$ cat src/core/cspm_pkg.sv
// Notes on behaviour
// - Clock stopped or slowed only while card idle
// - Card access sets socket access flag bit 25
// - Reading register clears socket access flag
// - Clock mode flag shows changed clock frequency
// - Idle select acts only when enable set
// - Clock select enable resets to zero
// - Select zero lets protocol stop clock
// - Select one slows clock by sixteen
// - Reserved bits always read as zero
// - Register at 20h, resets to zero
// - Policy clear also needs host clock-stop
package cspm_pkg;
    localparam logic [7:0] PM_OFFSET = 8'h20;
    localparam logic [7:0] IRQ_STATUS_OFFSET = 8'h24;
    localparam logic [7:0] IRQ_ENABLE_OFFSET = 8'h28;
    localparam logic [7:0] IRQ_CLEAR_OFFSET = 8'h2C;
    localparam logic [7:0] POLICY_OFFSET = 8'h30;
    localparam int ACCESS_BIT = 25;
    localparam int MODE_BIT = 24;
    localparam int SEL_EN_BIT = 16;
    localparam int SEL_BIT = 0;
    localparam logic [31:0] PM_RESET = 32'h00000000;
    localparam int SLOW_DIV = 16;
    localparam logic [3:0] DIV_LAST = 4'hF;
    localparam int IRQ_ACCESS = 0;
    localparam int IRQ_MODE_UP = 1;
    localparam int IRQ_MODE_DOWN = 2;
    typedef enum logic [2:0] {
        CSPM_RUN = 3'b001,
        CSPM_STOP = 3'b010,
        CSPM_SLOW = 3'b100
    } cspm_clk_e;
endpackage

$ cat src/core/cspm_ctrl.sv
// Chosen here: the APB interface to the registers.
`timescale 1ns/1ps
module cspm_ctrl (
    input wire logic pclk,
    input wire logic presetn,
    input wire logic psel,
    input wire logic penable,
    input wire logic pwrite,
    input wire logic [7:0] paddr,
    input wire logic [31:0] pwdata,
    output logic [31:0] prdata,
    output logic pready,
    output logic pslverr,
    input wire logic card_access,
    input wire logic card_idle,
    input wire logic host_clk_stop_req,
    output logic card_clk_en,
    output logic card_clk_mode_stop,
    output logic card_clk_mode_slow,
    output logic irq
);
    // ************************************************************
    // Pin synchronisers
    // ************************************************************
    logic [2:0] sync1_ff;
    logic [2:0] sync2_ff;
    logic acc_prev_ff;
    always_ff @(posedge pclk or negedge presetn) begin
        if (!presetn) begin
            sync1_ff <= 3'h0;
            sync2_ff <= 3'h0;
            acc_prev_ff <= 1'b0;
        end else begin
            sync1_ff <= {host_clk_stop_req, card_idle, card_access};
            sync2_ff <= sync1_ff;
            acc_prev_ff <= sync2_ff[0];
        end
    end
    logic acc_ev;
    logic idle_s;
    logic host_stop_s;
    assign acc_ev = sync2_ff[0] & ~acc_prev_ff;
    assign idle_s = sync2_ff[1];
    assign host_stop_s = sync2_ff[2];

    // ************************************************************
    // APB slave
    // ************************************************************
    logic wr_en;
    logic rd_en;
    logic known;
    assign pready = 1'b1;
    assign wr_en = psel & penable & pwrite;
    assign rd_en = psel & penable & ~pwrite;
    assign known = (paddr == cspm_pkg::PM_OFFSET) || (paddr == cspm_pkg::IRQ_STATUS_OFFSET)
        || (paddr == cspm_pkg::IRQ_ENABLE_OFFSET) || (paddr == cspm_pkg::IRQ_CLEAR_OFFSET)
        || (paddr == cspm_pkg::POLICY_OFFSET);
    assign pslverr = psel & penable & ~known;

    logic sel_en_ff;
    logic sel_ff;
    logic policy_ff;
    logic access_ff;
    logic [2:0] irq_stat_ff;
    logic [2:0] irq_en_ff;
    cspm_pkg::cspm_clk_e state_ff;
    logic mode_flag;
    logic pm_rd;
    assign pm_rd = rd_en && paddr == cspm_pkg::PM_OFFSET;

    always_ff @(posedge pclk or negedge presetn) begin
        if (!presetn) begin
            sel_en_ff <= 1'b0;
            sel_ff <= 1'b0;
            policy_ff <= 1'b0;
        end else if (wr_en && paddr == cspm_pkg::PM_OFFSET) begin
            sel_en_ff <= pwdata[cspm_pkg::SEL_EN_BIT];
            sel_ff <= pwdata[cspm_pkg::SEL_BIT];
        end else if (wr_en && paddr == cspm_pkg::POLICY_OFFSET) begin
            policy_ff <= pwdata[0];
        end
    end

    // Set wins over the read clear, so a coincident access is kept
    always_ff @(posedge pclk or negedge presetn) begin
        if (!presetn) begin
            access_ff <= 1'b0;
        end else if (acc_ev) begin
            access_ff <= 1'b1;
        end else if (pm_rd) begin
            access_ff <= 1'b0;
        end
    end

    always_ff @(posedge pclk or negedge presetn) begin
        if (!presetn) begin
            prdata <= 32'h00000000;
        end else if (psel && !penable && !pwrite) begin
            prdata <= 32'h00000000;
            case (paddr)
                cspm_pkg::PM_OFFSET: begin
                    prdata[cspm_pkg::ACCESS_BIT] <= access_ff | acc_ev;
                    prdata[cspm_pkg::MODE_BIT] <= mode_flag;
                    prdata[cspm_pkg::SEL_EN_BIT] <= sel_en_ff;
                    prdata[cspm_pkg::SEL_BIT] <= sel_ff;
                end
                cspm_pkg::IRQ_STATUS_OFFSET: prdata[2:0] <= irq_stat_ff;
                cspm_pkg::IRQ_ENABLE_OFFSET: prdata[2:0] <= irq_en_ff;
                cspm_pkg::POLICY_OFFSET: prdata[0] <= policy_ff;
                default: prdata <= 32'h00000000;
            endcase
        end
    end

    // ************************************************************
    // Card clock control
    // ************************************************************
    logic may_idle;
    logic slow_sel;
    assign may_idle = idle_s & (policy_ff | host_stop_s);
    assign slow_sel = sel_en_ff & sel_ff;

    always_ff @(posedge pclk or negedge presetn) begin
        if (!presetn) begin
            state_ff <= cspm_pkg::CSPM_RUN;
        end else begin
            case (state_ff)
                cspm_pkg::CSPM_RUN: begin
                    if (may_idle) begin
                        state_ff <= slow_sel ? cspm_pkg::CSPM_SLOW
                                             : cspm_pkg::CSPM_STOP;
                    end
                end
                cspm_pkg::CSPM_STOP, cspm_pkg::CSPM_SLOW: begin
                    if (!may_idle) begin
                        state_ff <= cspm_pkg::CSPM_RUN;
                    end
                end
                default: state_ff <= cspm_pkg::CSPM_RUN;
            endcase
        end
    end
    assign mode_flag = state_ff != cspm_pkg::CSPM_RUN;

    // Slow mode passes one clock enable in sixteen
    logic [3:0] div_ff;
    always_ff @(posedge pclk or negedge presetn) begin
        if (!presetn) begin
            div_ff <= 4'h0;
        end else if (state_ff == cspm_pkg::CSPM_SLOW) begin
            div_ff <= div_ff + 4'h1;
        end else begin
            div_ff <= 4'h0;
        end
    end

    always_ff @(posedge pclk or negedge presetn) begin
        if (!presetn) begin
            card_clk_en <= 1'b1;
            card_clk_mode_stop <= 1'b0;
            card_clk_mode_slow <= 1'b0;
        end else begin
            case (state_ff)
                cspm_pkg::CSPM_STOP: card_clk_en <= 1'b0;
                cspm_pkg::CSPM_SLOW: card_clk_en <= (div_ff == cspm_pkg::DIV_LAST);
                default: card_clk_en <= 1'b1;
            endcase
            card_clk_mode_stop <= state_ff == cspm_pkg::CSPM_STOP;
            card_clk_mode_slow <= state_ff == cspm_pkg::CSPM_SLOW;
        end
    end

    // ************************************************************
    // Interrupts
    // ************************************************************
    logic mode_prev_ff;
    logic [2:0] ev;
    logic [2:0] clr;
    assign ev = {mode_prev_ff & ~mode_flag, ~mode_prev_ff & mode_flag, acc_ev};
    assign clr = (wr_en && paddr == cspm_pkg::IRQ_CLEAR_OFFSET) ? pwdata[2:0] : 3'h0;
    always_ff @(posedge pclk or negedge presetn) begin
        if (!presetn) begin
            mode_prev_ff <= 1'b0;
            irq_stat_ff <= 3'h0;
            irq_en_ff <= 3'h0;
        end else begin
            mode_prev_ff <= mode_flag;
            irq_stat_ff <= (irq_stat_ff & ~clr) | ev;
            if (wr_en && paddr == cspm_pkg::IRQ_ENABLE_OFFSET) begin
                irq_en_ff <= pwdata[2:0];
            end
        end
    end
    assign irq = |(irq_stat_ff & irq_en_ff);

    // Helper count of low enable cycles; a deep repetition would choke the tools
    logic [4:0] gap_ff;
    always_ff @(posedge pclk or negedge presetn) begin
        if (!presetn) begin
            gap_ff <= 5'h00;
        end else if (card_clk_en || !card_clk_mode_slow) begin
            gap_ff <= 5'h00;
        end else begin
            gap_ff <= gap_ff + 5'h01;
        end
    end
endmodule

$ cat config.mk
export PLATFORM = sky130hd
export DESIGN_NAME = cspm_ctrl
export DESIGN_NICKNAME = d
export VERILOG_FILES = /design/src/core/cspm_pkg.sv /design/src/core/cspm_ctrl.sv
export SDC_FILE = /design/constraint.sdc
export NUM_CORES = 1
export LEC_CHECK = 0
export BUFFER_PORTS_ARGS = -buffer_cell sky130_fd_sc_hd__buf_4
export CORE_UTILIZATION = 40
export DETAILED_ROUTE_END_ITERATION = 10
export GPL_ROUTABILITY_DRIVEN = 0
export PLACE_DENSITY = 0.75
export SYNTH_ARGS = -nofsm -noshare
export SYNTH_HDL_FRONTEND = slang
export SYNTH_SLANG_ARGS = --single-unit
$ cat constraint.sdc
create_clock -name pclk -period 1.39 [get_ports pclk]
set_input_delay 0.278 -clock pclk [delete_from_list [all_inputs] [get_ports pclk]]
set_output_delay 0.278 -clock pclk [all_outputs]
set_load 0.005 [all_outputs]
## Word-level counts from Yosys, hierarchy flattened

Cells that the tools add are included.

| storage, ports and cells | value |
|---|---|
| register bits | 34 |
| word-level logic and storage cells | 81 |
| input bits | 48 |

| cells by class | value |
|---|---|
| muxes and demuxes | 13 |
| eq/ne operators | 12 |
| add/sub/neg operators | 1 |
| reductions and logical operators | 18 |
| bitwise gates (word level) | 21 |

Operators with widths:

| operator | number |
|---|---|
| $eq 8x6->1 const B | 5 |
| $mux 3 | 4 |
| $and 1x1->1 | 9 |
| $logic_and 1x1->1 | 7 |
| $and 3x3->3 | 2 |
| $not 1->1 | 6 |
| $pmux 3 s2 | 1 |
| $add 4x1->4 const B | 1 |
| $eq 4x4->1 const B | 1 |
| $logic_or 1x1->1 | 4 |
| $mux 4 | 1 |
| $ne 2x2->1 const B | 2 |
| $pmux 1 s4 | 1 |
| $pmux 2 s2 | 1 |
| $reduce_and 2->1 | 2 |
| $eq 3x1->1 const B | 1 |
| $eq 3x2->1 const B | 1 |
| $eq 3x3->1 const B | 1 |
| $mux 1 | 3 |
| $ne 3x1->1 const B | 1 |
| $not 3->3 | 1 |
| $or 3x3->3 | 1 |
| $reduce_or 3->1 | 1 |
| $logic_not 1->1 | 2 |
| 5 further kinds | 6 |

## Logic depth before layout (Yosys ltp)

| logic depth | value |
|---|---|
| depth after elaboration | 7 |
| gate-level depth with buffers | 5 |
| gate-level depth less buffers | 5 |

## Worst setup path before layout

No wires, ideal clock.

| timing | value |
|---|---|
| kind | input -> register |
| from | in paddr[4] |
| to | reg irq_en_ff[0] |
| cell stages on the path | 5 |
| required time | 1.262 ns |
| arrival time | 1.370 ns |
| setup time | 0.128 ns |
| path slack | -0.107 ns |
| path buffers | 1 |
| path through | buf_6 nor4b_4 nand4_2 nor2_4 mux2_1 |

| between the ends | value |
|---|---|
| longest elaborated chain between the ends | 2 |

RTL lines:

| element | RTL line | source |
|---|---|---|
| from (decl) | cspm_ctrl.sv:9 | `input wire logic [7:0] paddr,` |
| $eq 8x6->1 | cspm_ctrl.sv:189 | `if (wr_en && paddr == cspm_pkg::IRQ_ENABLE_OFFSET) begin` |
| $logic_and 1x1->1 | cspm_ctrl.sv:189 |  |
| to (signal assigned) | cspm_ctrl.sv:190 | `irq_en_ff <= pwdata[2:0];` |
| to (decl) | cspm_ctrl.sv:65 | `logic [2:0] irq_en_ff;` |

No other way between the ends.
A chain may end at the register's enable or synchronous reset.

## Worst setup path after layout

| timing | value |
|---|---|
| from | reg irq_stat_ff[2] |
| to | out irq |

| between the ends | value |
|---|---|
| longest elaborated chain between the ends | 2 |

RTL lines:

| element | RTL line | source |
|---|---|---|
| from (decl) | cspm_ctrl.sv:64 | `logic [2:0] irq_stat_ff;` |
| from (signal assigned) | cspm_ctrl.sv:188 | `irq_stat_ff <= (irq_stat_ff & ~clr) \| ev;` |
| $and 3x3->3 | cspm_ctrl.sv:194 | `assign irq = \|(irq_stat_ff & irq_en_ff);` |
| $reduce_or 3->1 | cspm_ctrl.sv:194 |  |
| to (decl) | cspm_ctrl.sv:20 | `output logic irq` |

No other way between the ends.

==> impl_metrics.yaml <==
place:
  dp.cells: 238
  numPortBuffers: 30
  dp_hpwl_um: 2110
  post-place-ws_ns: -0.0912
synth:
  synth_cells: 155
  synth.yosys.warnings: 0
  netlist_area_mm2: 0.00164
  ys_ff_latch: 34
  avgSynthCellArea_um2: 10.6
  seq_area_frac_synth_pct: 52.0
  synth_cell_type_count: 35
route:
  first_pass_iters: 4
  first_iter_violations: 96
  vias: 1171
  drc: 0
  wl_per_cell_um: 11.1
  drt_wl_total_um: 2770
  ant_nets: 0
  via_per_inst: 4.70
timing:
  skew_ns: 0.00526
  min_period_over_period_pct: 109
  setup_viol: 1
  setup_ws_ns: -0.121
  period_minus_slack_ns: 1.51
  maxSlewViolCount: 0
  report.final.hold_viol_count: 0
  rsz0062_at_grt: "yes"
  fmax_ghz: 0.662
  hold-worst-slack_ns: 0.101
critical_path:
  cp_max_fo: 3
  cpMaxStageDelayCell: "dfrtp_1"
  rrSetupSlack_ns: 0.09
  worstPathArrival_ns: 1.23
  r2r-end: "prdata[0]"
  worstSetupEndpointType: "primary output"
  worstPathCellList: "a222oi_1, inv_1, buf_6"
  cpPeakStageDelay_ns: 0.39
  cp_data_required_time_ns: 1.11
  ff2ff_path_depth: 4
  worstSetupPathType: "reg -> out"
  worstReg2RegStart: "sel_ff"
  startpoint_type: "register"
cells_and_area:
  nFillCells: 354
  regArea_um2: 853
  layout_commonest_cell: "buf_4"
  area_growth_pct: 22.6
  drive_gt1_share_pct: 30.8
  final_cell_mix: "buf_4, dfrtp_1, conb_1"
  layout.nets: 249
  final_core_util_pct: 53.0
  antennaDiodeCount: 0
  instances_no_fill: 249
  multi_input_area_um2: 667
global_route:
  grt_pass1_vias: 1004
  grtUsageTotal_pct: 14.5
  gr-total-overflow: 0
  antenna_found_initial: 0
  grt_max_degree: 35
  grt_pass1_wl_um: 4550
clock_network:
  cts_max_level: 2
  cts.path.max_buffers: 2
  cts_inserted_buffers: 5
  worst_skew_pair.late_latency_ns: 0.28
  cts.sink_count: 34
  cts.clk_slew.worst_paths_ns: 0.07
  cts_tree: "built"
  cts-root-buf: "clkbuf_8"
die:
  die-area_mm2: 0.00436
  start_util_pct: 43.2
  die_x_um: 66.1
  io-pin-count: 86
  core_mm2: 0.00380
  rows: 22
  die_y_um: 66.1
flow_run:
  cap_violations: 0
power_and_ir_drop:
  p_total_mw: 1.95
  peakVddDrop_v: 0.000763
  leakagePower_nw: 0.990
  power_density_mw_per_mm2: 968
run_status:
  violations: "negative setup slack"
  outcome: "finished, violations left"
worst_hold_path:
  hold_path_end: "sync1_ff[1]"
  hold_path.class: "in -> reg"
  holdPathStages: 1
  hp-start: "card_idle"
## power breakdown
part           switching [mW]  internal, mW  leakage (nW)
clock                   0.335         0.399        0.0482
sequential            0.00989          1.01         0.429
combinational           0.103        0.0875         0.514
total                   0.448          1.50         0.990
## flip-flops by register name, indices dropped and copies added (netlist names), 3 cells and up
signal / cells
prdata: 6
sync2_ff: 3
sync1_ff: 3
irq_en_ff: 3
irq_stat_ff: 3
div_ff: 4
state_ff: 3
## worst max-delay path: cells and delay by family (launching register included)
family	cells	cell delay (ns)
AO/OA/AOI/OAI	1	0.35
buffers and inverters	2	0.21
flip-flops	1	0.39
## through the flow
step,TNS (ns),instance area (µm²)
2_1_floorplan,-0.127,1740
3_3_place_gp,-0.428,1880
3_5_place_dp,-0.663,1880
4_1_cts,-0.138,1980
5_1_grt,-0.190,2010
6_report,-0.121,2010
## per-layer routing
layer  vias to the layer above  GRT usage, %  wire length [µm]
li1                        566             -                 -
met1                       552          19.4              1220
met2                        46          20.5              1260
met3                         7          4.14               218
met4                         0          8.78                65
met5                         -             0                 0
## cells in the mapped netlist
| cell | n | share of area, % |
|---|---|---|
| dfrtp_1 | 32 | 49 |
| buf_4 | 27 | 12 |
| nand2_1 | 18 | 4.1 |
| nor2_1 | 10 | 2.3 |
| o21ai_0 | 9 | 2.7 |
| nand3_1 | 5 | 1.5 |
| nand4_1 | 5 | 1.9 |
| o31ai_1 | 5 | 2.3 |
| a21oi_1 | 4 | 1.2 |
| and3_1 | 3 | 1.1 |
| inv_1 | 3 | 0.69 |
| mux2_1 | 3 | 2.1 |
| mux2_2 | 3 | 2.1 |
| nor2b_1 | 3 | 1.1 |
| a22oi_1 | 2 | 0.91 |
| conb_1 | 2 | 0.46 |
| dfstp_2 | 2 | 3.2 |
| nor3b_1 | 2 | 0.91 |
| a222oi_1 | 1 | 0.61 |
| and4bb_2 | 1 | 0.76 |
| buf_2 | 1 | 0.30 |
| buf_6 | 1 | 0.69 |
| clkbuf_1 | 1 | 0.23 |
| ha_1 | 1 | 0.76 |
| mux2i_1 | 1 | 0.61 |
| nand2b_1 | 1 | 0.38 |
| nand4_2 | 1 | 0.76 |
| nor2_4 | 1 | 0.69 |
| nor3_1 | 1 | 0.30 |
| nor4b_4 | 1 | 1.4 |
| o31ai_2 | 1 | 0.76 |
| or2_2 | 1 | 0.38 |
| or4_1 | 1 | 0.46 |
| xnor2_1 | 1 | 0.53 |
| xor2_1 | 1 | 0.53 |
## layout make-up
class	instances	area share, %
clock buffers	7	4.29
clock inverters	1	0.249
inverters	3	0.560
multi-input cells	113	33.1
flip-flops and latches	34	42.4
well taps	48	2.99
repair buffers	43	16.4
## cell families after synthesis
group,Yosys count,synth area share (%)
adder cells (fa/ha/maj),1,0.762
flip-flops,34,52.0
AND/OR/NAND/NOR,54,18.2
buffers and inverters,33,14.3
multiplexers,7,4.73
other,2,0.457
XOR/XNOR,2,1.07
AO/OA/AOI/OAI,22,8.54
## what timing repair did
| action | 4_1_cts | 5_1_grt |
|---|---|---|
| buffers inserted | 0 | 2 |
| cloned | 0 | 0 |
| endpoints found under the hold margin | 32 | 0 |
| pin swaps | 0 | 1 |
| hold buffers | 1 | 0 |
| gates resized for setup | 1 | 3 |
| endpoints found under the setup margin | 2 | 4 |
## worst max-delay path by stage
| stage | slack, ns | cells past startpoint | end | from |
|---|---|---|---|---|
| 2_1_floorplan | -0.04 | 5 | irq_en_ff[0] | paddr[4] |
| 3_3_place_gp | -0.06 | 5 | irq_en_ff[1] | paddr[6] |
| 3_5_place_dp | -0.09 | 5 | irq_en_ff[2] | paddr[6] |
| 4_1_cts | -0.14 | 3 | irq | irq_stat_ff[2] |
| 5_1_grt | -0.19 | 3 | irq | irq_stat_ff[2] |
| 6_report | -0.12 | 3 | irq | irq_stat_ff[2] |
No activity file was read; power rests on OpenSTA's default activity.
